**config.mk**
```make
export PLATFORM = sky130hd
export DESIGN_NAME = mets_top
export DESIGN_NICKNAME = d
export VERILOG_FILES = /design/src/rtl/mets_pkg.sv /design/src/rtl/mets_seq.sv /design/src/rtl/mets_top.sv
export SDC_FILE = /design/constraint.sdc
export NUM_CORES = 1
export LEC_CHECK = 0
export BUFFER_PORTS_ARGS = -buffer_cell sky130_fd_sc_hd__buf_2
export CAP_MARGIN = 20
export CORE_ASPECT_RATIO = 0.75
export CORE_MARGIN = 4
export CORE_UTILIZATION = 50
export CTS_CLUSTER_DIAMETER = 200
export DETAILED_ROUTE_END_ITERATION = 10
export HOLD_SLACK_MARGIN = 0.05
export PLACE_DENSITY = 0.75
export SYNTH_ARGS = -nofsm -noshare
export SYNTH_HDL_FRONTEND = slang
export SYNTH_SLANG_ARGS = --single-unit
```
**constraint.sdc**
```tcl
create_clock -name clk_i -period 3.9 [get_ports clk_i]
set_input_delay 0.585 -clock clk_i [delete_from_list [all_inputs] [get_ports clk_i]]
set_output_delay 0.585 -clock clk_i [all_outputs]
set_load 0.02 [all_outputs]
```
**src/rtl/mets_pkg.sv**
```systemverilog
/*
 * Package for the modulation edge timing register block: register
 * indices, field positions, reset values and shared timing and step flag types.
 * Assumes a classic Wishbone slave with 32-bit data, one register
 * per aligned word, byte address equal to the space base plus four times the index.
 */
package mets_pkg;

    localparam int unsigned ADR_W = 9;

    // Space B sits above space A in the byte address map
    localparam logic [ADR_W-1:0] SPACE_B_BASE = 9'h100;

    localparam logic [5:0] IDX_AMP_CFG      = 6'h33;
    localparam logic [5:0] IDX_AMP_AVG      = 6'h35;
    localparam logic [5:0] IDX_AMP_RESULT   = 6'h36;
    localparam logic [5:0] IDX_CLAMP_REL    = 6'h34;
    localparam logic [5:0] IDX_SUPPLY_RES   = 6'h35;
    localparam logic [5:0] IDX_STOP_SUPPLY  = 6'h36;
    localparam logic [5:0] IDX_CLAMP_CON    = 6'h37;
    localparam logic [5:0] IDX_DRIVE_RES    = 6'h38;
    localparam logic [5:0] IDX_RC_TRIM      = 6'h39;

    localparam int unsigned FLD_LO    = 0;
    localparam int unsigned FLD_HI    = 4;
    localparam int unsigned FLD_W     = 4;
    localparam int unsigned WCODE_POS = 1;
    localparam int unsigned WCODE_W   = 2;
    localparam int unsigned TRIM_W    = 3;

    localparam logic [7:0] REG_RESET     = 8'h00;
    localparam logic [2:0] WEIGHT_SHIFT0 = 3'h2;
    localparam int unsigned N_START_STEPS = 3;
    localparam int unsigned N_END_STEPS   = 4;

    typedef struct packed {
        logic [3:0] clamp_release_time;
        logic [3:0] supply_mod_start_time;
        logic [3:0] mod_resistance_time;
        logic [3:0] drive_stop_time;
        logic [3:0] rf_supply_switch_time;
        logic [3:0] clamp_connect_time;
        logic [3:0] drive_resistance_time;
    } mets_timing_s;

    typedef struct packed {
        logic mod_resistance;
        logic on_mod_supply;
        logic clamp_released;
    } mets_start_steps_s;

    typedef struct packed {
        logic drive_resistance;
        logic clamp_connected;
        logic on_rf_supply;
        logic drive_stopped;
    } mets_end_steps_s;

endpackage

```
**src/rtl/mets_seq.sv**
```systemverilog
/*
 * Step sequencer for one modulation edge: a carrier-period counter
 * started by the edge, with one sticky step flag per programmed time.
 * Assumes carrier_tick_i is a one-cycle pulse on clk_i per carrier
 * period and that start_i and clear_i are pulses on clk_i.
 */
`timescale 1ns/100ps
module mets_seq
    import mets_pkg::*;
#(
    parameter int unsigned N_STEPS = 3,
    parameter int unsigned CNT_W   = 4
) (
    input  wire logic                          clk_i,
    input  wire logic                          rst_i,
    input  wire logic                          start_i,
    input  wire logic                          clear_i,
    input  wire logic                          carrier_tick_i,
    input  wire logic [N_STEPS-1:0][CNT_W-1:0] step_time_i,
    output logic      [N_STEPS-1:0]            step_done_o,
    output logic                               busy_o
);

    localparam logic [CNT_W-1:0] CNT_MAX = '1;

    logic [CNT_W-1:0] periods_q;

    // Runs until the counter has swept every possible field value
    always_ff @(posedge clk_i) begin
        if (rst_i || clear_i) begin
            busy_o <= 1'b0;
        end else if (start_i) begin
            busy_o <= 1'b1;
        end else if (carrier_tick_i && periods_q == CNT_MAX) begin
            busy_o <= 1'b0;
        end
    end

    always_ff @(posedge clk_i) begin
        if (rst_i || start_i) begin
            periods_q <= '0;
        end else if (busy_o && carrier_tick_i && periods_q != CNT_MAX) begin
            periods_q <= periods_q + 1'b1;
        end
    end

    genvar g;
    generate
        for (g = 0; g < N_STEPS; g++) begin : g_step
            always_ff @(posedge clk_i) begin
                if (rst_i || clear_i || start_i) begin
                    step_done_o[g] <= 1'b0;
                end else if (busy_o && periods_q == step_time_i[g]) begin
                    step_done_o[g] <= 1'b1;
                end
            end
        end
    endgenerate

endmodule

```
**src/rtl/mets_top.sv**
```systemverilog
/*
 * Modulation edge timing registers with their two step sequencers,
 * the amplitude result and auto-average readouts and the RC trim
 * readout, behind a classic Wishbone slave.
 * Assumes the modulation edges, carrier tick, amplitude samples and
 * trim value all come from logic on clk_i.
 */
// Implementation choice: the Wishbone slave port.
`timescale 1ns/100ps
module mets_top
    import mets_pkg::*;
(
    input  wire logic                  clk_i,
    input  wire logic                  rst_i,
    input  wire logic                  wb_cyc_i,
    input  wire logic                  wb_stb_i,
    input  wire logic                  wb_we_i,
    input  wire logic [ADR_W-1:0]      wb_adr_i,
    input  wire logic [3:0]            wb_sel_i,
    input  wire logic [31:0]           wb_dat_i,
    output logic      [31:0]           wb_dat_o,
    output logic                       wb_ack_o,
    input  wire logic                  carrier_tick_i,
    input  wire logic                  mod_start_i,
    input  wire logic                  mod_end_i,
    input  wire logic                  amp_valid_i,
    input  wire logic [7:0]            amplitude_sample_value_i,
    input  wire logic [TRIM_W-1:0]     rc_trim_value_i,
    output mets_start_steps_s          start_steps_o,
    output mets_end_steps_s            end_steps_o,
    output logic                       start_busy_o,
    output logic                       end_busy_o
);

    logic [7:0]         clamp_release_timing_q;
    logic [7:0]         supply_and_resistance_timing_q;
    logic [7:0]         drive_stop_and_supply_timing_q;
    logic [7:0]         clamp_connect_timing_q;
    logic [7:0]         drive_resistance_timing_q;
    logic [WCODE_W-1:0] average_weight_code_q;
    logic [7:0]         amp_result_q;
    logic [7:0]         amp_avg_q;
    logic [7:0]         amp_avg_d;
    logic [TRIM_W-1:0]  rc_trim_q;
    logic [31:0]        rd_data_d;
    mets_timing_s       timing;

    logic       req;
    logic       wr_en;
    logic       space_b;
    logic [5:0] idx;
    logic       addr_ok;

    assign req     = wb_cyc_i && wb_stb_i && !wb_ack_o;
    assign addr_ok = wb_adr_i[1:0] == 2'b00;
    assign space_b = wb_adr_i[8];
    assign idx     = wb_adr_i[7:2];
    // Upper byte lanes hold no bits, so only lane 0 can write
    assign wr_en   = req && wb_we_i && wb_sel_i[0] && addr_ok;

    // Ack one cycle after the strobe, dropped for one cycle after
    always_ff @(posedge clk_i) begin
        if (rst_i) begin
            wb_ack_o <= 1'b0;
        end else begin
            wb_ack_o <= req;
        end
    end

    always_ff @(posedge clk_i) begin
        if (rst_i) begin
            clamp_release_timing_q         <= REG_RESET;
            supply_and_resistance_timing_q <= REG_RESET;
            drive_stop_and_supply_timing_q <= REG_RESET;
            clamp_connect_timing_q         <= REG_RESET;
            drive_resistance_timing_q      <= REG_RESET;
        end else if (wr_en && space_b) begin
            unique case (idx)
                IDX_CLAMP_REL:   clamp_release_timing_q <= wb_dat_i[7:0];
                IDX_SUPPLY_RES:  begin
                    supply_and_resistance_timing_q <= wb_dat_i[7:0];
                end
                IDX_STOP_SUPPLY: begin
                    drive_stop_and_supply_timing_q <= wb_dat_i[7:0];
                end
                IDX_CLAMP_CON:   clamp_connect_timing_q <= wb_dat_i[7:0];
                IDX_DRIVE_RES:   drive_resistance_timing_q <= wb_dat_i[7:0];
                // Trim readout and unmapped words drop the write
                default:         ;
            endcase
        end
    end

    always_ff @(posedge clk_i) begin
        if (rst_i) begin
            average_weight_code_q <= '0;
        end else if (wr_en && !space_b && idx == IDX_AMP_CFG) begin
            average_weight_code_q <= wb_dat_i[WCODE_POS +: WCODE_W];
        end
    end

    // Reserved bits are stored as written; software keeps them zero
    always_comb begin
        timing.clamp_release_time    = clamp_release_timing_q[FLD_LO +: FLD_W];
        timing.supply_mod_start_time = supply_and_resistance_timing_q[FLD_HI +: FLD_W];
        timing.mod_resistance_time   = supply_and_resistance_timing_q[FLD_LO +: FLD_W];
        timing.drive_stop_time       = drive_stop_and_supply_timing_q[FLD_HI +: FLD_W];
        timing.rf_supply_switch_time = drive_stop_and_supply_timing_q[FLD_LO +: FLD_W];
        timing.clamp_connect_time    = clamp_connect_timing_q[FLD_LO +: FLD_W];
        timing.drive_resistance_time = drive_resistance_timing_q[FLD_HI +: FLD_W];
    end

    // A new modulation start abandons any unfinished end sequence
    mets_seq #(
        .N_STEPS (N_START_STEPS),
        .CNT_W   (FLD_W)
    ) u_start_seq (
        .clk_i          (clk_i),
        .rst_i          (rst_i),
        .start_i        (mod_start_i),
        .clear_i        (mod_end_i),
        .carrier_tick_i (carrier_tick_i),
        .step_time_i    ({timing.mod_resistance_time,
                          timing.supply_mod_start_time,
                          timing.clamp_release_time}),
        .step_done_o    (start_steps_o),
        .busy_o         (start_busy_o)
    );

    mets_seq #(
        .N_STEPS (N_END_STEPS),
        .CNT_W   (FLD_W)
    ) u_end_seq (
        .clk_i          (clk_i),
        .rst_i          (rst_i),
        .start_i        (mod_end_i),
        .clear_i        (mod_start_i),
        .carrier_tick_i (carrier_tick_i),
        .step_time_i    ({timing.drive_resistance_time,
                          timing.clamp_connect_time,
                          timing.rf_supply_switch_time,
                          timing.drive_stop_time}),
        .step_done_o    (end_steps_o),
        .busy_o         (end_busy_o)
    );

    always_ff @(posedge clk_i) begin
        if (rst_i) begin
            amp_result_q <= REG_RESET;
        end else if (amp_valid_i) begin
            amp_result_q <= amplitude_sample_value_i;
        end
    end

    // Moves toward the sample by one weight-th of the difference
    always_comb begin
        logic [2:0]        shift;
        logic signed [9:0] diff;
        logic signed [9:0] step;
        logic signed [9:0] sum;
        shift = WEIGHT_SHIFT0 + {1'b0, average_weight_code_q};
        diff  = signed'({2'b00, amplitude_sample_value_i})
              - signed'({2'b00, amp_avg_q});
        step  = diff >>> shift;
        sum   = signed'({2'b00, amp_avg_q}) + step;
        amp_avg_d = sum[7:0];
    end

    always_ff @(posedge clk_i) begin
        if (rst_i) begin
            amp_avg_q <= REG_RESET;
        end else if (amp_valid_i) begin
            amp_avg_q <= amp_avg_d;
        end
    end

    always_ff @(posedge clk_i) begin
        if (rst_i) begin
            rc_trim_q <= '0;
        end else begin
            rc_trim_q <= rc_trim_value_i;
        end
    end

    always_comb begin
        rd_data_d = 32'h0000_0000;
        if (addr_ok && space_b) begin
            unique case (idx)
                IDX_CLAMP_REL:   rd_data_d[7:0] = clamp_release_timing_q;
                IDX_SUPPLY_RES:  rd_data_d[7:0] = supply_and_resistance_timing_q;
                IDX_STOP_SUPPLY: rd_data_d[7:0] = drive_stop_and_supply_timing_q;
                IDX_CLAMP_CON:   rd_data_d[7:0] = clamp_connect_timing_q;
                IDX_DRIVE_RES:   rd_data_d[7:0] = drive_resistance_timing_q;
                IDX_RC_TRIM:     rd_data_d[TRIM_W-1:0] = rc_trim_q;
                default:         rd_data_d = 32'h0000_0000;
            endcase
        end else if (addr_ok) begin
            unique case (idx)
                IDX_AMP_CFG: begin
                    rd_data_d[WCODE_POS +: WCODE_W] = average_weight_code_q;
                end
                IDX_AMP_AVG:    rd_data_d[7:0] = amp_avg_q;
                IDX_AMP_RESULT: rd_data_d[7:0] = amp_result_q;
                default:        rd_data_d = 32'h0000_0000;
            endcase
        end
    end

    always_ff @(posedge clk_i) begin
        if (rst_i) begin
            wb_dat_o <= 32'h0000_0000;
        end else if (req) begin
            wb_dat_o <= rd_data_d;
        end
    end

endmodule

```
# Word level (Yosys, flattened, before mapping)
# Cells that the tools add are included.
# word_totals
regBits	111
latch_bits	0
mem_bits_rw	0
romBits	0
in_bits	65
out_inout_bits	42
wordCells	93
mem_count	0
# classes
n_addsub	5
multipliers	0
div_mod_pow	0
order_cmp	0
eq_ne	18
n_shift	1
mux	11
bitwise	0
n_reduce_logical	36
# ops
op	n
$eq 6x6->1 const B	7
$eq 4x4->1	7
$pmux 5 s5	1
$logic_and 1x1->1	22
$pmux 3 s6	1
$mux 8	2
$pmux 5 s2	1
$reduce_and 2->1	5
$sshr 9x3->8	1
$sub 8x8->9	1
$add 4x1->4 const B	2
$add 8x8->8	1
$eq 4x4->1 const B	2
$ne 4x4->1 const B	2
$pmux 2 s3	1
$logic_or 1x1->1	4
$mux 1	4
$reduce_bool 2->1	2
$add 2x2->3 const A	1
$logic_not 1->1	2
$logic_not 2->1	1
$pmux 1 s2	1

# Longest topological paths before layout
# Gate-level depths: netlist of the first run.
# logic_depth
word_depth	7
depth_mapped	16

# Hierarchy
# Synthesis of the first run repeated with hierarchy kept, for this count alone.
# unflattened
hier_cells	570
hier_area_um2	4998.5
# modules_own_cells
mod	n_inst	cells_each	area_per_inst_um2	seq_area_each_um2
mets_top	1	447	3940.0	1401.3
mets_seq at u_end_seq	1	66	568.0	180.2
mets_seq at u_start_seq	1	57	490.5	160.2

# Worst setup path after synthesis of the first run
# No wires, ideal clock.
# synth_path
kind	input -> register
startpoint	input amplitude_sample_value_i[0]
endpoint	register amp_avg_q[6]
setup_ns	0.106
arrival_time_ns	3.547
required_ns	3.794
setup_slack_ns	0.247
stages	15
path_buffers	0
path_cell_list	inv_1 > ha_1 > fa_1 > nor2b_1 > o2111ai_1 > nand3b_1 > xor2_1 > mux4_2 > ha_1 > a21o_1 > a21oi_1 > o21bai_1 > a21oi_1 > or4b_2 > o311ai_0
# synth_via
elab_chain_len	3
# synth_rtl
item	line_no	rtl
start: declaration	mets_top.sv:27	input wire logic [7:0] amplitude_sample_value_i,
$sub 8x8->9	mets_top.sv:163	- signed'({2'b00, amp_avg_q});
$sshr 9x3->8	mets_top.sv:164	step = diff >>> shift;
$add 8x8->8	mets_top.sv:165	sum = signed'({2'b00, amp_avg_q}) + step;
end signal: assignment	mets_top.sv:173	amp_avg_q <= amp_avg_d;
end: declaration	mets_top.sv:42	logic [7:0] amp_avg_q;
# Every way passes these cells.
# A chain may end at the register's enable or synchronous reset.

# Worst setup path after layout of the first run
# Ends and elaborated chain as after synthesis.

==> qor.txt, run 1 <==
status -> finished clean
Post-Synthesis Cell Area -> 4970 um^2
Yosys top cell area share -> 35.1%
FF+latch area -> 1740 um^2
multi-input logic area -> 2960 um^2
Die Y -> 94.3 um
Setup CP Type -> primary input to register
CTS tree -> done
crit start category -> primary input
first-pass GRT wire length -> 20.5 mm
DRT Pass-1 Iters -> 5
Nets -> 704
Sum Neg Setup Slack -> 0 ns
antenna violations before repair -> 0
Vias -> 4382
Total Power -> 2.98 mW
worst-path cell chain -> buf_2, inv_1, ha_1, fa_1, nor2b_2, o2111ai_1, nand3b_1, xor2_2, mux4_2, buf_4, fa_1, a21o_1, a21oi_2, o21bai_1, a21oi_2, or4b_2, o311ai_0
WP data arrival -> 3.88 ns
routed len/inst -> 16.7 um
PwrDens -> 523 nW/um^2
hold crit path type -> register to register
final global-route overflow total -> 0
CTS buffer count -> 9
DRC viols -> 0
Fin Hold WS -> 0.460 ns
Iteration-0 DRC Markers -> 368
Horiz. Die Dim -> 123 um
core box area -> 9660 um^2
hold depth -> 2
post-synthesis register bit count -> 87
f_max -> 270 MHz
Crit Path Max Fanout -> 4
post-synthesis sequential area ratio -> 35.1%
fin crit share -> 95.0%
Row Count -> 31
GRT Overall Usage -> 22.0%
Worst Reg-to-Reg Cells -> 15
CTS H-tree depth -> 3
cell count along the critical path -> 17
Tmin final -> 3.70 ns
worst clock skew -> 0.00712 ns
slew at the pin with the worst max-slew slack -> 0.983 ns
worst r2r dst -> amp_avg_q[6]
Area contributors post-synth -> dfxtp_1 (35%), mux2i_1 (5.0%), xor2_1 (4.6%)
CTS Root Cell -> clkbuf_16
wirelength, routed -> 12.7 mm
post-synthesis async set-or-reset flop share -> 0%
largest net degree at the start of global routing -> 55
CP max stage cell -> mux4_2
synthesis-to-layout area growth -> 14.6%
# diodes -> 0
Worst path top cell family by delay -> adder cells
Placed Instance Area -> 5320 um^2
R2R setup slack -> 0.24 ns
RR Startpoint -> amp_avg_q[0]
share of post-route cells with drive strength above 1 -> 21.2%
non-filler cells, final -> 756
port bufs -> 55
Peak VDD IR -> 0.000280 V
final setup violation count -> 0
max_cap viols -> 0
CTS Hold Buffers Added -> 0
fin. max-slew vios -> 0
DP HPWL -> 9.21 mm
global placer's final weighted congestion -> 0.844
Clock transition at path regs -> 0.06 ns
post-route cell area -> 5690 um^2
syn_area_per_cell -> 8.79 um^2
Netlist cell types -> 58
FILL cells -> 830
Synth area leader -> dfxtp_1
pre-CTS setup slack -> -0.204 ns
CTS Buffer Depth -> 2
Worst Setup Slack, final -> 0.196 ns
vias in the first global route -> 4253
Worst EP required -> 4.07 ns
final hold vios -> 0
warnings from Yosys -> 0
relative slew slack -> 34.5%
ys flop type -> dfxtp_1
fin util -> 59.0%
Crit. End Element -> register
ANT nets after route -> 0
CTS Sinks -> 87
starting density of the core -> 51.4%
Die ar. -> 11600 um^2
Clock Latency Late Sink -> 0.33 ns
Placed Cells -> 740
average vias per placed instance -> 5.80
Hold EP -> drive_resistance_timing_q[3]
hold path start -> drive_resistance_timing_q[3]
Largest stage delay, worst path -> 0.49 ns
Buf/Inv on CP -> 3
I/O pin cnt -> 107
leakage power -> 2.41 nW
Post-Synthesis Cells -> 565
Post-synth EDFFs -> 0
-- worst max path at each step --
stage                                            from      endpoint  slack (ns)
after detailed placement  amplitude_sample_value_i[0]  amp_avg_q[6]       -0.20
after floorplan           amplitude_sample_value_i[0]  amp_avg_q[6]        0.25
final                     amplitude_sample_value_i[0]  amp_avg_q[6]        0.20
after CTS                                amp_avg_q[2]  amp_avg_q[6]        0.13
after global routing      amplitude_sample_value_i[0]  amp_avg_q[6]       -0.03
after global placement    amplitude_sample_value_i[0]  amp_avg_q[6]       -0.09
-- routing by layer --
metal / wire length, um / track usage, % / vias to the layer above
met5: 0 / 0 / -
met4: 196 / 5.90 / 0
met2: 5710 / 35.0 / 198
li1: - / - / 2064
met3: 1090 / 3.97 / 22
met1: 5650 / 30.8 / 2098
-- flip-flops by register name (all words and copies together), names as in the netlist, 8 cells and up --
signal	flops
amp_avg_q	8
drive_stop_and_supply_timing_q	8
amp_result_q	8
clamp_connect_timing_q	8
wb_dat_o	8
supply_and_resistance_timing_q	8
drive_resistance_timing_q	8
clamp_release_timing_q	8
-- placed cells by master (no fill, tap or decap), types with 3 or more instances in the layout --
| cell type | count |
|---|---|
| mux2i_1 | 25 |
| buf_2 | 55 |
| nand4_1 | 4 |
| ha_1 | 18 |
| nor3_1 | 16 |
| a31oi_1 | 11 |
| dfxtp_1 | 85 |
| nor2b_1 | 8 |
| a31o_2 | 3 |
| a211oi_1 | 10 |
| clkbuf_16 | 9 |
| a22o_1 | 7 |
| nor2_1 | 59 |
| o21ai_0 | 3 |
| a21oi_2 | 5 |
| nand3_1 | 36 |
| buf_4 | 23 |
| mux4_2 | 7 |
| xor2_1 | 24 |
| nand2_1 | 46 |
| a221o_1 | 5 |
| mux2_2 | 6 |
| conb_1 | 24 |
| inv_1 | 12 |
| a22oi_1 | 13 |
| nand2b_1 | 3 |
| a21oi_1 | 40 |
| xnor2_1 | 16 |
-- power by group --
group	leakage, nW	switching, mW	internal, mW	total (mW)
clock	0.163	0.361	0.583	0.944
combinational	1.54	0.544	0.512	1.06
sequential	0.707	0.0426	0.938	0.981
total	2.41	0.947	2.03	2.98
-- timing repair --
| item | in CTS | in global routing |
|---|---|---|
| setup buffers | 0 | 0 |
| resized for setup | 0 | 13 |
| setup endpoints to repair | 0 | 2 |
-- synthesized netlist by cell type, types with 4 or more instances --
| library cell | number |
|---|---|
| dfxtp_1 | 87 |
| nor3_1 | 16 |
| clkbuf_1 | 20 |
| nand3_1 | 36 |
| a21oi_1 | 45 |
| xor2_1 | 26 |
| nand2_1 | 46 |
| ha_1 | 18 |
| a22o_1 | 7 |
| nor2b_1 | 9 |
| a221o_1 | 5 |
| buf_2 | 6 |
| mux4_2 | 7 |
| a22oi_1 | 13 |
| a31oi_1 | 11 |
| o21ai_0 | 5 |
| mux2_2 | 6 |
| a211oi_1 | 10 |
| nand4_1 | 4 |
| buf_4 | 27 |
| mux2i_1 | 25 |
| xnor2_1 | 16 |
| inv_1 | 12 |
| nor2_1 | 59 |
-- kinds of logic after synthesis --
logic type,share of synthesized area [%]
muxes,9.57
other,0.0755
xor gates and xnor gates,7.41
buffers and inverters,7.93
AOI/OAI and AO/OA,14.8
and+or+nand+nor,19.8
DFF,35.1
adders and majority gates,5.34
-- final cells by class --
type                            instances  area share (%)
Clock inverter                          6            1.60
Inverter                               12           0.791
Multi-Input combinational cell        431            52.0
Clock buffer                           10            4.20
Sequential cell                        87            30.6
Timing Repair Buffer                   78            7.87
Tap cell                              132            2.90
-- worst register-to-register path, delay by kind of cell (launching register included) --
family          cells  cell delay, ns
mux                 1            0.49
buf+inv             1            0.15
xor+xnor            1            0.11
flops               1            0.35
simple gates        3            0.45
fa+ha+maj           3            1.04
compound gates      6            0.91
Note: power is estimated with default switching activity, not from simulation.
==> run 2, diff against run 1 <==
--- a/config.mk
+++ b/config.mk
@@ -9,11 +9,12 @@
 export CAP_MARGIN = 20
 export CORE_ASPECT_RATIO = 0.75
 export CORE_MARGIN = 4
-export CORE_UTILIZATION = 50
+export CORE_UTILIZATION = 55
 export CTS_CLUSTER_DIAMETER = 200
 export DETAILED_ROUTE_END_ITERATION = 10
 export HOLD_SLACK_MARGIN = 0.05
-export PLACE_DENSITY = 0.75
+export MAX_ROUTING_LAYER = met4
+export PLACE_DENSITY = 0.78
 export SYNTH_ARGS = -nofsm -noshare
 export SYNTH_HDL_FRONTEND = slang
 export SYNTH_SLANG_ARGS = --single-unit
==> constraint.sdc (replaced) <==
create_clock -name clk_i -period 4.2 [get_ports clk_i]
set_input_delay 0.63 -clock clk_i [delete_from_list [all_inputs] [get_ports clk_i]]
set_output_delay 0.63 -clock clk_i [all_outputs]
set_load 0.02 [all_outputs]
==> run 2 against run 1 <==
  * Sequential power shrank 6.9%
  * Utilization grew 4.4 points
  * First-iteration DRC count grew 5.4%
  * Die area shrank 8.4%
  * Largest cell class unchanged
  * Largest power group is now sequential cells
==> qor.txt, run 2 (synthesized netlist as in run 1, its figures left out) <==
relative slew slack -> 53.1% (+19 points)
worst-path cell chain -> buf_2, inv_1, ha_1, fa_1, nor2b_1, o2111ai_1, nand3b_1, xor2_1, mux4_2, ha_1, a21oi_1, o211ai_1, o41ai_1, xnor2_1, a211oi_1, a31o_2
crit start category -> primary input
most frequent cells in the layout -> dfxtp_1 (87), nor2_1 (59), buf_2 (55)
Tmin final -> 3.88 ns
Nets -> 685 (-2.7%)
final setup violation count -> 0 (unchanged)
CP max stage cell -> mux4_2
ANT nets after route -> 0 (unchanged)
grt peak-use layer -> met2
I/O pin cnt -> 107 (unchanged)
worst clock skew -> 0.00662 ns (-0.000495 ns)
leakage power -> 2.30 nW (-4.5%)
Peak VDD IR -> 0.000208 V (-26%)
fin util -> 63.3% (+4.4 points)
met1 Use GR -> 29.9% (-0.92 points)
fin crit share -> 92.5%
share of post-route cells with drive strength above 1 -> 16.5% (-4.6 points)
CP dominant cell by count -> ha_1
DRC viols -> 0 (unchanged)
status -> finished clean
hold crit path type -> register to register
Crit Path Max Fanout -> 4 (unchanged)
Die Y -> 90.3 um (-4.3%)
fin. max-slew vios -> 0 (unchanged)
RSZ-0062 raised after global routing -> no
Setup CP Type -> primary input to register
PwrDens -> 469 nW/um^2 (-10%)
largest net degree at the start of global routing -> 54 (-1.8%)
non-filler cells, final -> 713 (-5.7%)
global placer's final weighted congestion -> 0.880 (+4.3%)
final global-route overflow total -> 0 (unchanged)
vias in the first global route -> 3883 (-8.7%)
PostCTS Resize Cnt -> 0 (unchanged)
Buf/Inv on CP -> 2 (-1)
Worst EP required -> 4.43 ns (+0.36 ns)
commonest non-fill, non-tap cell in the layout -> dfxtp_1
first-pass GRT wire length -> 19.1 mm (-6.6%)
final hold vios -> 0 (unchanged)
Setup Buffers After CTS -> 0 (unchanged)
max_cap viols -> 0 (unchanged)
slew at the pin with the worst max-slew slack -> 0.702 ns (-0.281 ns)
Die ar. -> 10600 um^2 (-8.4%)
met3 usage -> 7.89% (+3.9 points)
DRT Pass-1 Iters -> 5 (unchanged)
WP data arrival -> 4.12 ns (+0.24 ns)
CTS tree -> done
GRT Overall Usage -> 22.6% (+0.62 points)
antenna violations before repair -> 0 (unchanged)
core box area -> 8640 um^2 (-11%)
CTS Root Cell -> clkbuf_16
wirelength, routed -> 11.8 mm (-7.1%)
Worst path top cell family by delay -> compound AO/OA/AOI/OAI gates
Largest stage delay, worst path -> 0.53 ns (+0.04 ns)
CTS Sinks -> 87 (unchanged)
CTS Buffer Depth -> 2 (unchanged)
Clock transition at path regs -> 0.06 ns (about the same)
CTS H-tree depth -> 3 (unchanged)
Horiz. Die Dim -> 118 um (-4.4%)
port bufs -> 55 (unchanged)
starting density of the core -> 57.5% (+6.1 points)
average vias per placed instance -> 5.94 (+2.5%)
synthesis-to-layout area growth -> 10.1%
routed len/inst -> 16.5 um (-1.5%)
M2 GR Usage -> 33.1% (-1.8 points)
CTS buffer count -> 9 (unchanged)
DP HPWL -> 8.76 mm (-4.9%)
# diodes -> 0 (unchanged)
Row Count -> 29 (-6.5%)
Vias -> 4236 (-3.3%)
Iteration-0 DRC Markers -> 388 (+5.4%)
CTS Hold Buffers Added -> 0 (unchanged)
Crit. End Element -> register
f_max -> 257 MHz
Placed Cells -> 697 (-5.8%)
Clock Latency Late Sink -> 0.34 ns (about the same)
==> run 2: area by class of cell <==
cell class | instances | area, um^2
Clock buffer | 13 | 260
Clock inverter | 3 | 65.1
Fill cell | 716 | 3170
Inverter | 12 | 45.0
Multi-Input combinational cell | 431 | 2920
Sequential cell | 87 | 1740
Tap cell | 108 | 135
Timing Repair Buffer | 59 | 305
==> run 2: layer usage <==
metal | vias up | routed length [um]
met3 | 24 | 1120
met4 | 0 | 228
met2 | 185 | 5230
met5 | - | 0
li1 | 2024 | -
met1 | 2003 | 5190
==> run 2: stage by stage <==
step	hold WS [ns]	total power [mW]	setup WS (ns)	cell area, um^2	setup TNS [ns]
floorplan	0.436	1.57	0.502	5050	0
global placement	0.441	1.68	0.0942	5140	0
detailed placement	0.450	1.71	-0.0153	5140	-0.0153
CTS	0.464	2.58	0.323	5470	0
global route	0.499	2.72	0.0491	5470	0
finish	0.465	2.57	0.315	5470	0
==> run 2: worst paths after layout <==
path | from | endpoint | slack (ns) | depth (start not counted)
setup / recovery | amplitude_sample_value_i[0] | amp_avg_q[7] | 0.32 | 16
hold / removal | u_start_seq.step_done_o[2] | u_start_seq.step_done_o[2] | 0.46 | 2
hold reg to reg | u_start_seq.step_done_o[2] | u_start_seq.step_done_o[2] | 0.46 | 2
setup reg to reg | amp_avg_q[2] | amp_avg_q[7] | 0.36 | 15
==> run 2: worst min-delay path, delay by kind of cell, from the launching register on <==
family             cells  cell delay [ns]
and+or+nand+nor        1             0.07
DFF                    1             0.32
AOI/OAI and AO/OA      1             0.04
==> run 2: power by group <==
group          internal, mW  switching, mW  total [mW]
sequential            0.870         0.0434       0.913
clock                 0.553          0.309       0.862
combinational         0.363          0.428       0.792
total                  1.79          0.781        2.57
